===== src/ppfm_pkg.sv =====
// package: register map, field layout, reset values and pin select codes
package ppfm_pkg;
  // register offsets
  localparam logic [7:0] PORT_CONFIG_A_ADDR = 8'h10;
  localparam logic [7:0] PORT_CONFIG_B_ADDR = 8'h11;
  localparam logic [7:0] PORT_CONFIG_C_ADDR = 8'h12;
  localparam logic [7:0] TEST_REGISTER_ADDR = 8'h35;
  // reset values
  localparam logic [7:0] PORT_CONFIG_A_RST  = 8'h28;
  localparam logic [7:0] PORT_CONFIG_B_RST  = 8'h06;
  localparam logic [7:0] PORT_CONFIG_C_RST  = 8'h00;
  localparam logic [7:0] TEST_REGISTER_RST  = 8'h00;
  // field positions
  localparam int DATA_INV_BIT   = 0;
  localparam int DATA_SEL_LSB   = 1;
  localparam int IRQ_INV_BIT    = 3;
  localparam int IRQ_SEL_LSB    = 4;
  localparam int SO_INV_BIT     = 4;
  localparam int SO_SEL_LSB     = 5;
  localparam int SEP_SO_BIT     = 7;
  localparam int TEST_SEL_LSB   = 4;
  // data pin select codes
  localparam logic [1:0] DATA_HIZ  = 2'h0;
  localparam logic [1:0] DATA_LOW  = 2'h1;
  localparam logic [1:0] DATA_PSEUDO_RANDOM_GENERATOR = 2'h2;
  // irq pin select codes
  localparam logic [3:0] IRQ_HIZ    = 4'h0;
  localparam logic [3:0] IRQ_TEST_1 = 4'hE;
  localparam logic [3:0] IRQ_TEST_2 = 4'hF;
  // serial-output pin select codes
  localparam logic [2:0] SO_HIZ = 3'h0;
endpackage : ppfm_pkg


===== src/ppfm_pin_if.sv =====
// interface: one pin's function source, polarity and enable
`timescale 1ns/100ps
interface ppfm_pin_if;
  logic src;   // selected function level
  logic inv;   // polarity inversion
  logic drive; // pin actively driven
  logic out;   // registered pin level
  logic oe;    // registered output enable
  modport ctl (output src, output inv, output drive, input out, input oe);
  modport drv (input src, input inv, input drive, output out, output oe);
endinterface : ppfm_pin_if


===== src/ppfm_pin_drv.sv =====
// one port pin output stage: inversion and registered drive
`timescale 1ns/100ps
module ppfm_pin_drv
  import ppfm_pkg::*;
(
  // clock and reset
  input wire logic core_clk,
  input wire logic reset_n,
  // pin function
  ppfm_pin_if.drv  pin
);
  logic next_out;
  logic next_oe;

  // apply inversion only while driving
  always_comb begin
    next_oe  = pin.drive;
    next_out = pin.drive & (pin.src ^ pin.inv);
  end

  // register the pin so a source change never glitches it
  always_ff @(posedge core_clk or negedge reset_n) begin
    if (!reset_n) begin
      pin.out <= 1'b0;
      pin.oe  <= 1'b0;
    end else begin
      pin.out <= next_out;
      pin.oe  <= next_oe;
    end
  end
endmodule : ppfm_pin_drv


===== src/ppfm_port_mux.sv =====
// port pin function multiplexer with its configuration registers
// Summary of operation
// - config registers choose port pin functions
// - data pin select: hiz, low, pseudo_random_generator
// - data invert bit zero, resets clear
// - irq select 2-7 picks listed sources; 0 hiz, 1 zero
// - irq codes 8,9 pa flags; 10-13 zero
// - irq codes 14,15 route test groups
// - group one: regulator, oscillator enables, kick
// - group two: limiter, calibration, timer, rssi, lock
// - irq invert bit resets to one
// - serial-out select bits 7:5, invert bit 4
// - serial-out select maps ready flags, modulation
// - separate serial output overrides serial-out select
`timescale 1ns/100ps
module ppfm_port_mux
  import ppfm_pkg::*;
(
  // clock and reset
  input  wire logic       CORE_CLK,
  input  wire logic       RESET_N,
  // register port
  input  wire logic       REG_WR,
  input  wire logic [7:0] REG_ADDR,
  input  wire logic [7:0] REG_WDATA,
  output logic      [7:0] REG_RDATA,
  // internal sources
  input  wire logic       PSEUDO_RANDOM_GENERATOR_OUT,
  input  wire logic       IRQ_REQ,
  input  wire logic       CLKGEN_OUT,
  input  wire logic       IQ_CAL_RUNNING,
  input  wire logic       LOCAL_OSC_READY,
  input  wire logic       RX_READY,
  input  wire logic       TX_READY,
  input  wire logic       POWER_AMP_ON,
  input  wire logic       POWER_AMP_ON_REQ,
  input  wire logic       TX_MOD,
  input  wire logic       REFERENCE_CLOCK_READY,
  input  wire logic       SPI_SDO,
  input  wire logic       SPI_SDO_EN,
  input  wire logic [7:0] TEST_GROUP_1,
  input  wire logic [7:0] TEST_GROUP_2,
  // pins
  output logic            DATA_PORT_PIN_O,
  output logic            DATA_PORT_PIN_OE,
  output logic            IRQ_PORT_PIN_O,
  output logic            IRQ_PORT_PIN_OE,
  output logic            SERIAL_OUT_PORT_PIN_O,
  output logic            SERIAL_OUT_PORT_PIN_OE
);
  logic [7:0] port_config_a;
  logic [7:0] port_config_b;
  logic [7:0] port_config_c;
  logic [7:0] test_register;
  logic [7:0] next_port_config_a;
  logic [7:0] next_port_config_b;
  logic [7:0] next_port_config_c;
  logic [7:0] next_test_register;
  logic [7:0] next_rdata;
  logic [1:0] data_pin_select;
  logic       data_pin_invert;
  logic [3:0] irq_pin_select;
  logic       irq_pin_invert;
  logic [2:0] serial_out_pin_select;
  logic       serial_out_pin_invert;
  logic       separate_serial_output;
  logic [2:0] digital_test_select;

  ppfm_pin_if data_pin ();
  ppfm_pin_if irq_pin ();
  ppfm_pin_if so_pin ();

  // register field views
  assign data_pin_select        = port_config_a[DATA_SEL_LSB +: 2];
  assign data_pin_invert        = port_config_a[DATA_INV_BIT];
  assign irq_pin_select         = port_config_a[IRQ_SEL_LSB +: 4];
  assign irq_pin_invert         = port_config_a[IRQ_INV_BIT];
  assign serial_out_pin_select  = port_config_b[SO_SEL_LSB +: 3];
  assign serial_out_pin_invert  = port_config_b[SO_INV_BIT];
  assign separate_serial_output = port_config_c[SEP_SO_BIT];
  assign digital_test_select    = test_register[TEST_SEL_LSB +: 3];

  // register writes and read-back
  always_comb begin
    next_port_config_a = port_config_a;
    next_port_config_b = port_config_b;
    next_port_config_c = port_config_c;
    next_test_register = test_register;
    if (REG_WR) begin
      case (REG_ADDR)
        PORT_CONFIG_A_ADDR: next_port_config_a = REG_WDATA;
        PORT_CONFIG_B_ADDR: next_port_config_b = REG_WDATA;
        PORT_CONFIG_C_ADDR: next_port_config_c = REG_WDATA;
        TEST_REGISTER_ADDR: next_test_register = REG_WDATA;
        default: ;
      endcase
    end
    case (REG_ADDR)
      PORT_CONFIG_A_ADDR: next_rdata = port_config_a;
      PORT_CONFIG_B_ADDR: next_rdata = port_config_b;
      PORT_CONFIG_C_ADDR: next_rdata = port_config_c;
      TEST_REGISTER_ADDR: next_rdata = test_register;
      default:            next_rdata = 8'h00;
    endcase
  end

  // register state
  always_ff @(posedge CORE_CLK or negedge RESET_N) begin
    if (!RESET_N) begin
      port_config_a <= PORT_CONFIG_A_RST;
      port_config_b <= PORT_CONFIG_B_RST;
      port_config_c <= PORT_CONFIG_C_RST;
      test_register <= TEST_REGISTER_RST;
      REG_RDATA     <= 8'h00;
    end else begin
      port_config_a <= next_port_config_a;
      port_config_b <= next_port_config_b;
      port_config_c <= next_port_config_c;
      test_register <= next_test_register;
      REG_RDATA     <= next_rdata;
    end
  end

  // data pin source
  always_comb begin
    data_pin.inv   = data_pin_invert;
    data_pin.drive = (data_pin_select != DATA_HIZ);
    case (data_pin_select)
      DATA_LOW:  data_pin.src = 1'b0;
      DATA_PSEUDO_RANDOM_GENERATOR: data_pin.src = PSEUDO_RANDOM_GENERATOR_OUT;
      default:   data_pin.src = 1'b0; // reserved reads low
    endcase
  end

  // irq pin source
  always_comb begin
    irq_pin.inv   = irq_pin_invert;
    irq_pin.drive = (irq_pin_select != IRQ_HIZ);
    case (irq_pin_select)
      4'h2:       irq_pin.src = IRQ_REQ;
      4'h3:       irq_pin.src = CLKGEN_OUT;
      4'h4:       irq_pin.src = IQ_CAL_RUNNING;
      4'h5:       irq_pin.src = LOCAL_OSC_READY;
      4'h6:       irq_pin.src = RX_READY;
      4'h7:       irq_pin.src = TX_READY;
      4'h8:       irq_pin.src = POWER_AMP_ON;
      4'h9:       irq_pin.src = POWER_AMP_ON_REQ;
      IRQ_TEST_1: irq_pin.src = TEST_GROUP_1[digital_test_select];
      IRQ_TEST_2: irq_pin.src = TEST_GROUP_2[digital_test_select];
      default:    irq_pin.src = 1'b0;              // zero, 10-13
    endcase
  end

  // serial-output pin source
  always_comb begin
    so_pin.inv   = serial_out_pin_invert;
    so_pin.drive = (serial_out_pin_select != SO_HIZ);
    case (serial_out_pin_select)
      3'h2:    so_pin.src = TX_MOD;
      3'h3:    so_pin.src = RX_READY | TX_READY;
      3'h4:    so_pin.src = REFERENCE_CLOCK_READY;
      3'h5:    so_pin.src = LOCAL_OSC_READY;
      3'h6:    so_pin.src = RX_READY;
      3'h7:    so_pin.src = TX_READY;
      default: so_pin.src = 1'b0;
    endcase
    if (separate_serial_output) begin
      so_pin.src   = SPI_SDO;
      so_pin.inv   = 1'b0;
      so_pin.drive = SPI_SDO_EN;
    end
  end

  // registered output stages, one per pin
  ppfm_pin_drv u_data (.core_clk(CORE_CLK), .reset_n(RESET_N),
                       .pin(data_pin));
  ppfm_pin_drv u_irq  (.core_clk(CORE_CLK), .reset_n(RESET_N),
                       .pin(irq_pin));
  ppfm_pin_drv u_so   (.core_clk(CORE_CLK), .reset_n(RESET_N),
                       .pin(so_pin));

  assign DATA_PORT_PIN_O        = data_pin.out;
  assign DATA_PORT_PIN_OE       = data_pin.oe;
  assign IRQ_PORT_PIN_O         = irq_pin.out;
  assign IRQ_PORT_PIN_OE        = irq_pin.oe;
  assign SERIAL_OUT_PORT_PIN_O  = so_pin.out;
  assign SERIAL_OUT_PORT_PIN_OE = so_pin.oe;

  // assertions: each pin shows its chosen source one edge later
  a_reg_readback: assert property (
    @(posedge CORE_CLK) disable iff (!RESET_N)
    REG_WR && REG_ADDR == PORT_CONFIG_A_ADDR ##1 !REG_WR
      && REG_ADDR == PORT_CONFIG_A_ADDR |=> REG_RDATA == $past(REG_WDATA, 2))
    else $error("config a read-back mismatch");
  // a write to config a leaves the config b and c settings alone
  a_cfg_isolated: assert property (
    @(posedge CORE_CLK) disable iff (!RESET_N)
    REG_WR && REG_ADDR == PORT_CONFIG_A_ADDR |=>
      $stable(port_config_b) && $stable(port_config_c))
    else $error("config a write disturbed other pins");
  a_data_hiz: assert property (
    @(posedge CORE_CLK) disable iff (!RESET_N)
    data_pin_select == DATA_HIZ |=> !DATA_PORT_PIN_OE)
    else $error("data pin driven in hiz");
  a_data_low: assert property (
    @(posedge CORE_CLK) disable iff (!RESET_N)
    data_pin_select == DATA_LOW |=> DATA_PORT_PIN_OE
      && DATA_PORT_PIN_O == $past(data_pin_invert))
    else $error("data pin low level wrong");
  a_data_pseudo_random_generator: assert property (
    @(posedge CORE_CLK) disable iff (!RESET_N)
    data_pin_select == DATA_PSEUDO_RANDOM_GENERATOR |=>
      DATA_PORT_PIN_O == ($past(PSEUDO_RANDOM_GENERATOR_OUT) ^ $past(data_pin_invert)))
    else $error("data pin pseudo_random_generator level wrong");
  // the reserved data code is driven low, never left floating
  a_data_reserved: assert property (
    @(posedge CORE_CLK) disable iff (!RESET_N)
    data_pin_select == 2'h3 |=> DATA_PORT_PIN_OE
      && DATA_PORT_PIN_O == $past(data_pin_invert))
    else $error("data pin reserved level wrong");
  a_irq_hiz: assert property (
    @(posedge CORE_CLK) disable iff (!RESET_N)
    irq_pin_select == IRQ_HIZ |=> !IRQ_PORT_PIN_OE && !IRQ_PORT_PIN_O)
    else $error("irq pin driven in hiz");
  a_irq_zero: assert property (
    @(posedge CORE_CLK) disable iff (!RESET_N)
    irq_pin_select == 4'h1 |=> IRQ_PORT_PIN_OE
      && IRQ_PORT_PIN_O == $past(irq_pin_invert))
    else $error("irq pin zero level wrong");
  a_irq_request: assert property (
    @(posedge CORE_CLK) disable iff (!RESET_N)
    irq_pin_select == 4'h2 |=>
      IRQ_PORT_PIN_O == ($past(IRQ_REQ) ^ $past(irq_pin_invert)))
    else $error("irq pin request level wrong");
  a_irq_clock: assert property (
    @(posedge CORE_CLK) disable iff (!RESET_N) irq_pin_select == 4'h3 |=>
      IRQ_PORT_PIN_O == ($past(CLKGEN_OUT) ^ $past(irq_pin_invert)))
    else $error("irq pin clock level wrong");
  a_irq_cal_run: assert property (
    @(posedge CORE_CLK) disable iff (!RESET_N) irq_pin_select == 4'h4 |=>
      IRQ_PORT_PIN_O == ($past(IQ_CAL_RUNNING) ^ $past(irq_pin_invert)))
    else $error("irq pin calibration level wrong");
  a_irq_lo_ready: assert property (
    @(posedge CORE_CLK) disable iff (!RESET_N) irq_pin_select == 4'h5 |=>
      IRQ_PORT_PIN_O == ($past(LOCAL_OSC_READY) ^ $past(irq_pin_invert)))
    else $error("irq pin oscillator ready level wrong");
  a_irq_rx_ready: assert property (
    @(posedge CORE_CLK) disable iff (!RESET_N) irq_pin_select == 4'h6 |=>
      IRQ_PORT_PIN_O == ($past(RX_READY) ^ $past(irq_pin_invert)))
    else $error("irq pin receive ready level wrong");
  a_irq_tx_ready: assert property (
    @(posedge CORE_CLK) disable iff (!RESET_N) irq_pin_select == 4'h7 |=>
      IRQ_PORT_PIN_O == ($past(TX_READY) ^ $past(irq_pin_invert)))
    else $error("irq pin transmit ready level wrong");
  a_irq_power_amp_on: assert property (
    @(posedge CORE_CLK) disable iff (!RESET_N) irq_pin_select == 4'h8 |=>
      IRQ_PORT_PIN_O == ($past(POWER_AMP_ON) ^ $past(irq_pin_invert)))
    else $error("irq pin amplifier flag level wrong");
  a_irq_pa_req: assert property (
    @(posedge CORE_CLK) disable iff (!RESET_N) irq_pin_select == 4'h9 |=>
      IRQ_PORT_PIN_O == ($past(POWER_AMP_ON_REQ) ^ $past(irq_pin_invert)))
    else $error("irq pin amplifier request level wrong");
  a_irq_reserved: assert property (
    @(posedge CORE_CLK) disable iff (!RESET_N)
    irq_pin_select inside {[4'hA:4'hD]} |=>
      IRQ_PORT_PIN_O == $past(irq_pin_invert))
    else $error("irq reserved not zero");
  a_irq_test_one: assert property (
    @(posedge CORE_CLK) disable iff (!RESET_N)
    irq_pin_select == IRQ_TEST_1 |=> IRQ_PORT_PIN_O ==
      ($past(TEST_GROUP_1[digital_test_select]) ^ $past(irq_pin_invert)))
    else $error("irq test group one wrong");
  a_irq_test_two: assert property (
    @(posedge CORE_CLK) disable iff (!RESET_N)
    irq_pin_select == IRQ_TEST_2 |=> IRQ_PORT_PIN_O ==
      ($past(TEST_GROUP_2[digital_test_select]) ^ $past(irq_pin_invert)))
    else $error("irq test group two wrong");
  a_so_hiz: assert property (
    @(posedge CORE_CLK) disable iff (!RESET_N)
    !separate_serial_output && serial_out_pin_select == SO_HIZ |=>
      !SERIAL_OUT_PORT_PIN_OE)
    else $error("serial out driven in hiz");
  a_so_zero: assert property (
    @(posedge CORE_CLK) disable iff (!RESET_N)
    !separate_serial_output && serial_out_pin_select == 3'h1 |=>
      SERIAL_OUT_PORT_PIN_O == $past(serial_out_pin_invert))
    else $error("serial out zero level wrong");
  a_so_modulation: assert property (
    @(posedge CORE_CLK) disable iff (!RESET_N)
    !separate_serial_output && serial_out_pin_select == 3'h2 |=>
      SERIAL_OUT_PORT_PIN_O == ($past(TX_MOD) ^ $past(serial_out_pin_invert)))
    else $error("serial out modulation level wrong");
  a_so_either_rdy: assert property (
    @(posedge CORE_CLK) disable iff (!RESET_N)
    !separate_serial_output && serial_out_pin_select == 3'h3 |=>
      SERIAL_OUT_PORT_PIN_O == (($past(RX_READY) | $past(TX_READY))
        ^ $past(serial_out_pin_invert)))
    else $error("serial out either ready level wrong");
  a_so_override: assert property (
    @(posedge CORE_CLK) disable iff (!RESET_N)
    separate_serial_output |=> SERIAL_OUT_PORT_PIN_OE == $past(SPI_SDO_EN)
      && SERIAL_OUT_PORT_PIN_O == ($past(SPI_SDO) & $past(SPI_SDO_EN)))
    else $error("serial output override wrong");
  a_so_ready: assert property (
    @(posedge CORE_CLK) disable iff (!RESET_N)
    !separate_serial_output && serial_out_pin_select == 3'h4 |=>
      SERIAL_OUT_PORT_PIN_O ==
        ($past(REFERENCE_CLOCK_READY) ^ $past(serial_out_pin_invert)))
    else $error("serial out ready wrong");
  a_irq_reset_inv: assert property (
    @(posedge CORE_CLK)
    $rose(RESET_N) |-> irq_pin_invert && irq_pin_select == 4'h2)
    else $error("irq reset defaults wrong");

  c_pseudo_random_generator_out: cover property (@(posedge CORE_CLK) disable iff (!RESET_N)
    data_pin_select == DATA_PSEUDO_RANDOM_GENERATOR ##1 DATA_PORT_PIN_OE);
  c_test_two: cover property (@(posedge CORE_CLK) disable iff (!RESET_N)
    irq_pin_select == IRQ_TEST_2 && digital_test_select == 3'h4);
  c_override: cover property (@(posedge CORE_CLK) disable iff (!RESET_N)
    separate_serial_output && SPI_SDO_EN);
  c_irq_clock: cover property (@(posedge CORE_CLK) disable iff (!RESET_N)
    irq_pin_select == 4'h3 ##1 IRQ_PORT_PIN_OE);
  c_reset_exit: cover property (@(posedge CORE_CLK)
    $rose(RESET_N) ##1 IRQ_PORT_PIN_OE);
endmodule : ppfm_port_mux


===== config.mk =====
export PLATFORM = sky130hd
export DESIGN_NAME = ppfm_port_mux
export DESIGN_NICKNAME = d
export VERILOG_FILES = /design/src/ppfm_pkg.sv /design/src/ppfm_pin_if.sv /design/src/ppfm_pin_drv.sv /design/src/ppfm_port_mux.sv
export SDC_FILE = /design/constraint.sdc
export NUM_CORES = 1
export LEC_CHECK = 0
export BUFFER_PORTS_ARGS = -buffer_cell sky130_fd_sc_hd__buf_4
export CORE_UTILIZATION = 42
export DETAILED_ROUTE_END_ITERATION = 8
export HOLD_SLACK_MARGIN = 0.03
export PLACE_DENSITY = 0.66
export SLEW_MARGIN = 15
export SYNTH_ARGS = -nofsm -noshare
export SYNTH_HDL_FRONTEND = slang
export SYNTH_SLANG_ARGS = --single-unit

===== constraint.sdc =====
create_clock -name CORE_CLK -period 3.35 [get_ports CORE_CLK]
set_input_delay 0.8375 -clock CORE_CLK [delete_from_list [all_inputs] [get_ports CORE_CLK]]
set_output_delay 0.8375 -clock CORE_CLK [all_outputs]
set_load 0.02 [all_outputs]

=== Word level (Yosys, flattened, before mapping) ===
Index checks and enable logic that the tools add are counted.
W data, S select, Z words.

* Input bits: 48
* Register bits after elaboration: 46
* Output and inout port bits: 14

* Multiplexer cells: 11
* Equal/unequal tests: 21
* Magnitude comparators: 1
* Reduce and logical (&&, ||, !) cells: 7
* Bitwise logic cells: 7

{| class="wikitable"
|+ Operators with widths
! operator !! count
|-
| $pmux W8 S4 || 1
|-
| $eq A8 B5 Y1 const B || 3
|-
| $eq A4 B3 Y1 const B || 4
|-
| $eq A4 B4 Y1 const B || 4
|-
| $eq A3 B3 Y1 const B || 4
|-
| $pmux W1 S10 || 1
|-
| $eq A4 B2 Y1 const B || 2
|-
| $eq A8 B6 Y1 const B || 1
|-
| $reduce_and A2 Y1 || 4
|-
| $bmux W1 S3 || 2
|-
| $eq A3 B2 Y1 const B || 2
|-
| $mux W1 || 6
|-
| $pmux W1 S6 || 1
|-
| $lt A3 B4 Y1 const B || 1
|-
| $reduce_bool A4 Y1 || 1
|-
| $and A1 B1 Y1 || 3
|-
| $reduce_bool A3 Y1 || 1
|-
| $xor A1 B1 Y1 || 3
|-
| $eq A2 B2 Y1 const B || 1
|-
| $reduce_bool A2 Y1 || 1
|-
| $or A1 B1 Y1 || 1
|}

=== Logic depth before layout (Yosys ltp) ===
Gate-level depths: netlist of the first run.

* Depth after elaboration: 5
* Mapped depth: 6
* Gate-level depth less buffers: 5

=== By module ===
A second synthesis of the first run with hierarchy kept.

* Cells, all modules: 169
* Area total of the unflattened synthesis: 2,262.2 µm²

{| class="wikitable"
|+ Modules (own cells, without submodules)
! module !! instances !! area an instance (µm²) !! sequential area each (µm²) !! cells an instance
|-
| ppfm_port_mux || 1 || 2,067.0 || 1,006.0 || 157
|-
| ppfm_pin_drv || 3 || 65.1 || 50.0 || 4
|}

=== Least setup slack after synthesis of the first run ===
No wires, ideal clock.

* Path type: input-to-reg
* Start point: input port REG_ADDR[7]
* End point: register test_register[0]
* Library setup time: 0.125 ns
* Stages on the path: 6
* Data arrival time: 2.155 ns
* Setup slack: 1.070 ns
* Cells stage by stage: nor4b_4 -> and3_2 -> buf_4 -> and3_1 -> buf_2 -> mux2_2

* Longest elaborated chain between the ends: 2

{| class="wikitable"
|+ RTL lines
! element !! RTL line !! source
|-
| start: declaration || ppfm_port_mux.sv:24 || <nowiki>input wire logic [7:0] REG_ADDR,</nowiki>
|-
| $eq A8 B6 Y1 || ppfm_port_mux.sv:90 || <nowiki>case (REG_ADDR)</nowiki>
|-
| $reduce_and A2 Y1 (no source line) || - ||
|-
| end signal: assignment || ppfm_port_mux.sv:119 || <nowiki>test_register <= next_test_register;</nowiki>
|-
| end: declaration || ppfm_port_mux.sv:54 || <nowiki>logic [7:0] test_register;</nowiki>
|}

No other way between the ends.
A chain may end at the register's enable or synchronous reset.

=== Worst setup path after layout of the first run ===
* Start point: input port REG_ADDR[7]
* End point: register port_config_a[2]

* Longest elaborated chain between the ends: 2

{| class="wikitable"
|+ RTL lines
! element !! RTL line !! source
|-
| $eq A8 B5 Y1 || ppfm_port_mux.sv:90 ||
|-
| $reduce_and A2 Y1 (no source line) || - ||
|-
| end signal: assignment || ppfm_port_mux.sv:116 || <nowiki>port_config_a <= next_port_config_a;</nowiki>
|-
| end: declaration || ppfm_port_mux.sv:51 || <nowiki>logic [7:0] port_config_a;</nowiki>
|}

No other way between the ends.

==> results.json, run 1 <==
{
  "status": "completed",
  "r2r-end": "u_irq.pin.out",
  "yosys.area.top_type": "dfrtp_1",
  "area_growth_pct": 26.4,
  "coreArea_sq_mm": 0.00517,
  "die_w_um": 75.7,
  "fin_nets": 281,
  "drc": 0,
  "hold_buffers": 0,
  "synthTopCellsByArea": "dfrtp_1, mux2_2, mux2i_1",
  "yosys.area_share.simple": 0.109,
  "grt_pass1_wl_mm": 7.66,
  "rr_startpoint": "test_register[4]",
  "cts_setup_buffers": 0,
  "synth_common_cells": "dfrtp_1, mux2_2, mux2i_1",
  "synthAdderAreaFrac": 0,
  "diodes": 0,
  "synth_xor_area_frac": 0.00384,
  "syn_nets": 224,
  "tritoncts": "yes",
  "r2r_slack_ns": 1.61,
  "drt_iter0_markers": 79,
  "rsz0062_at_grt": "false",
  "final_cell_area_sq_mm": 0.00289,
  "ys_dominant_reg_cell": "dfrtp_1",
  "synthesis.area_sq_mm": 0.00228,
  "synthMuxAreaShare": 0.263,
  "hp-class": "input pin to async pin",
  "p_leak_uw": 0.00141,
  "hold_violations": 0,
  "cts_buffers": 5,
  "slew_violations": 0,
  "grt_usage": 0.186,
  "cts_resized": 0,
  "antenna_found_initial": 0,
  "critPathLaunch": "REG_ADDR[7]",
  "synth_compound_area_frac": 0.0932,
  "num_io_pins": 62,
  "vias": 1617,
  "layout-drive-gt1-share": 0.504,
  "clock_path_buffers": 2,
  "min_period_ns": 2.27,
  "synth_edf_count": 0,
  "crit_required_ns": 3.54,
  "grt_start_max_net_pins": 47,
  "critPathLaunchType": "input pin",
  "avgViaCountPerCell": 5.32,
  "start_util": 0.441,
  "clock.fmax_mhz": 441,
  "nFillCells": 447,
  "seq_area_sq_mm": 0.00116,
  "multi_input_area_sq_mm": 0.00107,
  "totalWireLength_mm": 4.82,
  "async_reset_ff_frac": 1.00,
  "dr.pass1.iters": 4,
  "synth_cell_types": 36,
  "finalCritPeriodShare": 0.677,
  "finalSetupTns_ns": 0,
  "syn_avg_cell_area_sq_um": 13.0,
  "yosysSeqAreaShare": 0.507,
  "ir_drop_uv": 325,
  "synth_seq_cells": 46,
  "cts_root_buffer": "clkbuf_8",
  "dieArea_sq_mm": 0.00573,
  "path_max_fanout": 9,
  "rr_worst_depth": 4,
  "slew_headroom": 0.586,
  "std_cell_rows": 26,
  "die_h_um": 75.7,
  "path_class": "input pin to flop",
  "cp.arrival_ns": 2.46,
  "synth_top_cell_area_share": 0.461,
  "clk_pin_slew_ns": 0.08,
  "grt_pass1_vias": 1564,
  "gp_congestion": 0.769,
  "routedWlPerCell_um": 15.9,
  "setup_viol": 0,
  "yosysMostFrequentCell": "dfrtp_1",
  "dpl_cell_area_sq_mm": 0.00278,
  "worst_pin_slew_ns": 0.618,
  "htreeDepth": 2,
  "port_buffers": 61,
  "synth_top_family_by_area": "multiplexers",
  "yosysWarnings": 0,
  "syn_inst": 176,
  "critPathCaptureType": "flop",
  "clkSinkCount": 46,
  "endpoint": "port_config_a[2]",
  "finalClockSkew_ns": 0.00399,
  "antenna_left": 0,
  "grt-ovfl-total": 0,
  "cap_violations": 0,
  "place_hpwl_mm": 3.54,
  "clkLatencyLatePin_ns": 0.30,
  "p_per_area_mw_per_mm2": 402
}
-- layout make-up --
class / count / share of cell area
inverters: 1 / 0.00130
multi-input cells: 118 / 0.371
clock inverters: 3 / 0.0139
well taps: 70 / 0.0304
clock buffers: 5 / 0.0239
repair buffers: 61 / 0.159
flip-flops and latches: 46 / 0.401
-- worst max-delay path: stages --
cell and delay (ns):
buf_4 0.12, nor4b_4 0.34, nand2_4 0.15, nor4b_4 0.61, mux2_2 0.40
-- placed cells by master, fill, tap and decap left out, types with 2 or more instances in the layout --
master	n
o31ai_1	7
o211ai_1	3
nor3_1	2
dfstp_2	4
nand2_1	12
nor4b_4	2
mux4_2	3
buf_4	61
clkbuf_8	5
a21o_1	3
nand3_1	2
clkinv_2	2
a22o_1	8
mux2i_1	15
nand3b_1	4
dfrtp_1	42
mux2_2	34
nor2_1	6
a311oi_1	2
-- report_power, final --
group / total, uW / switching (uW) / internal (uW) / leakage (uW)
sequential: 606 / 24.4 / 582 / 0.000612
combinational: 144 / 60.8 / 83.4 / 0.000735
clock: 409 / 189 / 220 / 0.0000579
total: 1160 / 274 / 885 / 0.00140
-- cell families (layout without fill, tap and decap cells) --
kind of cell | Yosys count | after routing
DFF | 46 | 46
xor gates and xnor gates | 1 | 1
and+or+nand+nor | 38 | 38
muxes | 52 | 52
AOI/OAI and AO/OA | 27 | 27
buffers and inverters | 12 | 70
-- how the worst min path moves through the flow --
stage	to	cells past startpoint
finish	port_config_c[1]	1
global placement	port_config_c[4]	1
CTS	test_register[3]	1
floorplan	port_config_c[0]	1
global route	port_config_c[1]	1
detailed placement	test_register[3]	1
-- sequential cells by signal (all words and copies together) (netlist names) --
signal / count
test_register: 8
u_irq.pin.oe: 1
port_config_b: 8
port_config_a: 8
u_data.pin.oe: 1
REG_RDATA: 8
u_irq.pin.out: 1
u_so.pin.oe: 1
port_config_c: 8
u_so.pin.out: 1
u_data.pin.out: 1
-- per-layer routing --
layer,part of all wire,global-route usage
met1,0.45,0.258
met2,0.50,0.288
met3,0.040,0.0476
met4,0.0089,0.0556
met5,0,0
-- through the flow --
| step | util | hold slack, ns | worst slack (ns) | instances | total power, uW |
|---|---|---|---|---|---|
| 6_report | 0.558 | 0.515 | 1.08 | 304 | 1160 |
| 5_1_grt | 0.558 | 0.534 | 0.991 | 304 | 1210 |
| 3_5_place_dp | 0.537 | 0.498 | 0.734 | 296 | 764 |
| 3_3_place_gp | 0.537 | 0.487 | 0.782 | 296 | 761 |
| 2_1_floorplan | - | 0.479 | 1.07 | 176 | 680 |
| 4_1_cts | 0.558 | 0.518 | 1.06 | 304 | 1170 |
Power figures use the tool's default switching activity.
==> run 2: changes to the inputs <==
clock period = 2.4 ns   (was 3.35 ns; I/O delays follow)
==> results.json, run 2 (synthesis gave the netlist of run 1 again) <==
{
  "slew_headroom": 0.620,
  "cp.arrival_ns": 2.08,
  "hp-class": "input pin to async pin",
  "power_frac_clock": 0.357,
  "cts_resized": 0,
  "cap_violations": 0,
  "seq_area_sq_mm": 0.00116,
  "avgViaCountPerCell": 5.27,
  "critPathCaptureType": "flop",
  "ir_drop_uv": 391,
  "tritoncts": "yes",
  "clock_path_buffers": 2,
  "nFillCells": 467,
  "hold_violations": 0,
  "pwr-share-seq": 0.517,
  "worst-path-buf-inv": 1,
  "die_h_um": 75.7,
  "pwr-share-comb": 0.126,
  "p_leak_uw": 0.00144,
  "final_cell_mix": "buf_4, dfrtp_1, mux2_2, mux2i_1, nand2_1",
  "path_delay_family": "simple AND/OR/NAND/NOR gates",
  "finalClockSkew_ns": 0.00405,
  "dieArea_sq_mm": 0.00573,
  "clock.fmax_mhz": 527,
  "clk_pin_slew_ns": 0.08,
  "met1Wirelength_mm": 2.28,
  "p_per_area_mw_per_mm2": 554,
  "area_growth_pct": 29.2,
  "htreeDepth": 2,
  "clkSinkCount": 46,
  "p_int_uw": 1260,
  "path_class": "input pin to flop",
  "layoutNonFillerInstCount": 311,
  "start_util": 0.441,
  "crit_path_top_delay_cell": "and3_1",
  "dpl_cell_area_sq_mm": 0.00284,
  "diodes": 0,
  "port_buffers": 61,
  "multi_input_area_sq_mm": 0.00107,
  "drt_iter0_markers": 102,
  "layout_commonest_cell": "buf_4",
  "rsz0062_at_grt": "false",
  "finalSetupTns_ns": 0,
  "routedWlPerCell_um": 16.0,
  "grt_usage": 0.185,
  "routed.top_layer": "met4",
  "cts_buffers": 5,
  "clkLatencyLatePin_ns": 0.29,
  "std_cell_rows": 26,
  "dr_wl_met2_mm": 2.46,
  "antenna_left": 0,
  "critPathLaunchType": "input pin",
  "status": "completed",
  "place_hpwl_mm": 3.67,
  "grt_pass1_vias": 1534,
  "grt-ovfl-total": 0,
  "cts_setup_buffers": 0,
  "setup_viol": 0,
  "die_w_um": 75.7,
  "swShare": 0.226,
  "totalWireLength_mm": 4.99,
  "antenna_found_initial": 0,
  "grt_pass1_wl_mm": 7.67,
  "worst_pin_slew_ns": 0.570,
  "slew_violations": 0,
  "fin_nets": 289,
  "drc": 0,
  "final_cell_area_sq_mm": 0.00295,
  "cts_root_buffer": "clkbuf_8",
  "crit_required_ns": 2.58,
  "hold_buffers": 0,
  "power.net_switching_uw": 370,
  "grt_start_max_net_pins": 47,
  "wl_met3_um": 196,
  "dr.pass1.iters": 4,
  "crit_chain": "buf_4, nor4b_4, and3_2, and3_1, mux2_2",
  "cpPeakStageDelay_ns": 0.39,
  "coreArea_sq_mm": 0.00517,
  "place_inst": 304,
  "finalCritPeriodShare": 0.791,
  "min_period_ns": 1.90,
  "path_max_fanout": 8,
  "vias": 1638,
  "gp_congestion": 0.739,
  "layout-drive-gt1-share": 0.519,
  "num_io_pins": 62
}
[run 2: changes by cell type in the layout (fill, tap and decap cells not counted)]
cell / change
buf_4: +8
clkinv_2: -2
clkbuf_8: +1
[run 2: power by group through the flow]
stage,sequential [uW],combinational [uW],clock (uW)
finish,845,206,582
global route,850,224,629
CTS,845,209,593
detailed placement,860,208,0
global placement,859,204,0
floorplan,854,94.8,0
[run 2: area by class of cell]
cell class,count,area share
Clock inverter,1,0.0102
Multi-Input combinational cell,118,0.363
Clock buffer,6,0.0280
Sequential cell,46,0.392
Timing Repair Buffer,69,0.176
Inverter,1,0.00127
Tap cell,70,0.0297
[run 2: path summary, 6_finish.rpt]
kind / startpoint / to / slack, ns / depth (start not counted)
min reg2reg: port_config_c[3] / port_config_c[3] / 0.51 / 1
max reg2reg: test_register[4] / u_irq.pin.out / 0.66 / 4
max: REG_ADDR[7] / test_register[0] / 0.50 / 5
min: RESET_N / port_config_a[1] / 0.30 / 1
max in group asynchronous: RESET_N / port_config_a[3] / 1.71 / 1
min in group CORE_CLK: port_config_c[3] / port_config_c[3] / 0.51 / 1
[run 2: through the flow]
stage	power, uW	worst slack, ns	hold WS [ns]	util
finish	1630	0.502	0.305	0.570
global route	1700	0.458	0.334	0.570
CTS	1650	0.483	0.316	0.570
detailed placement	1070	0.176	0.494	0.548
global placement	1060	0.225	0.487	0.548
floorplan	949	0.358	0.304	-
[run 2: metal layers]
| metal | vias up | GRT usage |
|---|---|---|
| met5 | - | 0 |
| li1 | 785 | - |
| met4 | 0 | 0.0556 |
| met1 | 807 | 0.259 |
| met2 | 41 | 0.295 |
| met3 | 5 | 0.0317 |
[run 2: worst register-to-register path, stage by stage (launching register included)]
cell and delay (ns):
dfrtp_1 0.59, mux4_2 0.57, o211ai_1 0.18, nand4_1 0.15, mux2i_1 0.15
==> run 3: changes to the inputs <==
PLACE_DENSITY = 0.69   (was 0.66)
clock period = 1.7 ns   (was 2.4 ns; I/O delays follow)
==> results.json, run 3 (synthesis gave the netlist of run 1 again) <==
{
  "crit_chain": "buf_4, nor4b_4, nand2_4, nor4b_4, buf_4, mux2_2",
  "layout_commonest_cell": "buf_4",
  "pwr-share-seq": 0.514,
  "worst-path-buf-inv": 2,
  "area_growth_pct": 32.8,
  "antenna_found_initial": 0,
  "pwr-share-comb": 0.135,
  "final_cell_area_sq_mm": 0.00303,
  "met2_usage": 0.315,
  "antenna_left": 0,
  "worst_pin_slew_ns": 0.552,
  "path_max_fanout": 9,
  "top_usage_layer": "met2",
  "routedWlPerCell_um": 15.7,
  "grt-ovfl-total": 0,
  "totalWireLength_mm": 4.97,
  "fin_nets": 293,
  "std_cell_rows": 26,
  "port_buffers": 61,
  "multi_input_area_sq_mm": 0.00110,
  "slew_headroom": 0.632,
  "final_cell_mix": "buf_4, dfrtp_1, mux2_2, mux2i_1, nand2_1",
  "swShare": 0.237,
  "hold_buffers": 0,
  "drc": 0,
  "dr.pass1.iters": 4,
  "dieArea_sq_mm": 0.00573,
  "tritoncts": "yes",
  "grt_pass1_wl_mm": 7.72,
  "ir_drop_uv": 506,
  "crit_path_top_delay_cell": "nor4b_4",
  "rsz0062_at_grt": "false",
  "layout-drive-gt1-share": 0.537,
  "clock_path_buffers": 2,
  "clkLatencyLatePin_ns": 0.30,
  "dpl_cell_area_sq_mm": 0.00290,
  "grt_pass1_vias": 1578,
  "grt_start_max_net_pins": 47,
  "p_leak_uw": 0.00148,
  "critPathCaptureType": "flop",
  "path_delay_family": "simple AND/OR/NAND/NOR gates",
  "rr_worst_depth": 6,
  "cts_root_buffer": "clkbuf_8",
  "p_per_area_mw_per_mm2": 764,
  "cts_buffers": 5,
  "status": "completed",
  "place_hpwl_mm": 3.73,
  "num_io_pins": 62,
  "seq_area_sq_mm": 0.00116,
  "cp.arrival_ns": 1.83,
  "path_class": "input pin to flop",
  "coreArea_sq_mm": 0.00517,
  "avgViaCountPerCell": 5.30,
  "gp_congestion": 0.815,
  "die_h_um": 75.7,
  "r2r_slack_ns": 0.14,
  "grt_usage": 0.191,
  "r2r-end": "u_irq.pin.out",
  "rr_startpoint": "test_register[4]",
  "p_int_uw": 1770,
  "critPathLaunchType": "input pin",
  "nFillCells": 441,
  "clock.fmax_mhz": 611,
  "cap_violations": 0,
  "crit_required_ns": 1.89,
  "finalCritPeriodShare": 0.963,
  "diodes": 0,
  "die_w_um": 75.7,
  "hp-class": "input pin to async pin",
  "clkSinkCount": 46,
  "vias": 1674,
  "drt_iter0_markers": 63,
  "finalClockSkew_ns": 0.00197,
  "hold_violations": 0,
  "htreeDepth": 2,
  "start_util": 0.441,
  "slew_violations": 0,
  "setup_viol": 0,
  "power.net_switching_uw": 550,
  "power_frac_clock": 0.351,
  "cpPeakStageDelay_ns": 0.39,
  "min_period_ns": 1.64,
  "cts_setup_buffers": 0,
  "grt_use_met3": 0.0331,
  "power_uw": 2320,
  "grtUsageMet1": 0.250,
  "clk_pin_slew_ns": 0.08
}
run 3: how the worst max path moves through the flow:
stage,startpoint,endpoint,cells after the start
finish,REG_ADDR[3],port_config_a[2],6
global route,REG_ADDR[3],port_config_c[1],5
floorplan,REG_ADDR[7],port_config_a[0],4
CTS,REG_ADDR[7],port_config_b[0],5
detailed placement,REG_ADDR[7],test_register[2],6
global placement,REG_ADDR[7],test_register[4],6
run 3: area by class of cell:
class	instances	share of cell area
timing repair buffer	73	0.189
clock inverter	3	0.0145
sequential	46	0.382
clock buffer	5	0.0227
inverter	1	0.00124
tap	70	0.0289
multi-input combinational	118	0.362
run 3: layer usage:
metal,share of wire,wire length [um]
met1,0.45,2220
met2,0.51,2520
met3,0.032,159
met4,0.014,70
met5,0,0
run 3: power by group through the flow:
stage               Sequential (uW)  Clock, uW  Combinational [uW]
finish                         1190        814                 312
global route                   1200        875                 341
CTS                            1190        831                 316
detailed placement             1210          0                 315
global placement               1210          0                 311
floorplan                      1210          0                 135
run 3: stage by stage:
step / hold slack (ns) / util / TNS [ns] / setup WS, ns / cells
floorplan: 0.129 / - / -2.03 / -0.151 / 176
global placement: 0.459 / 0.561 / -6.17 / -0.224 / 308
detailed placement: 0.455 / 0.561 / -7.31 / -0.254 / 308
CTS: 0.127 / 0.582 / 0 / 0.0573 / 316
global route: 0.149 / 0.586 / 0 / 0.0106 / 316
finish: 0.108 / 0.586 / 0 / 0.0632 / 316
run 3: what timing repair did:
action / CTS / global route
endpoints found under the hold margin: 0 / 0
gates resized for setup: 0 / 4
endpoints found under the setup margin: 0 / 4
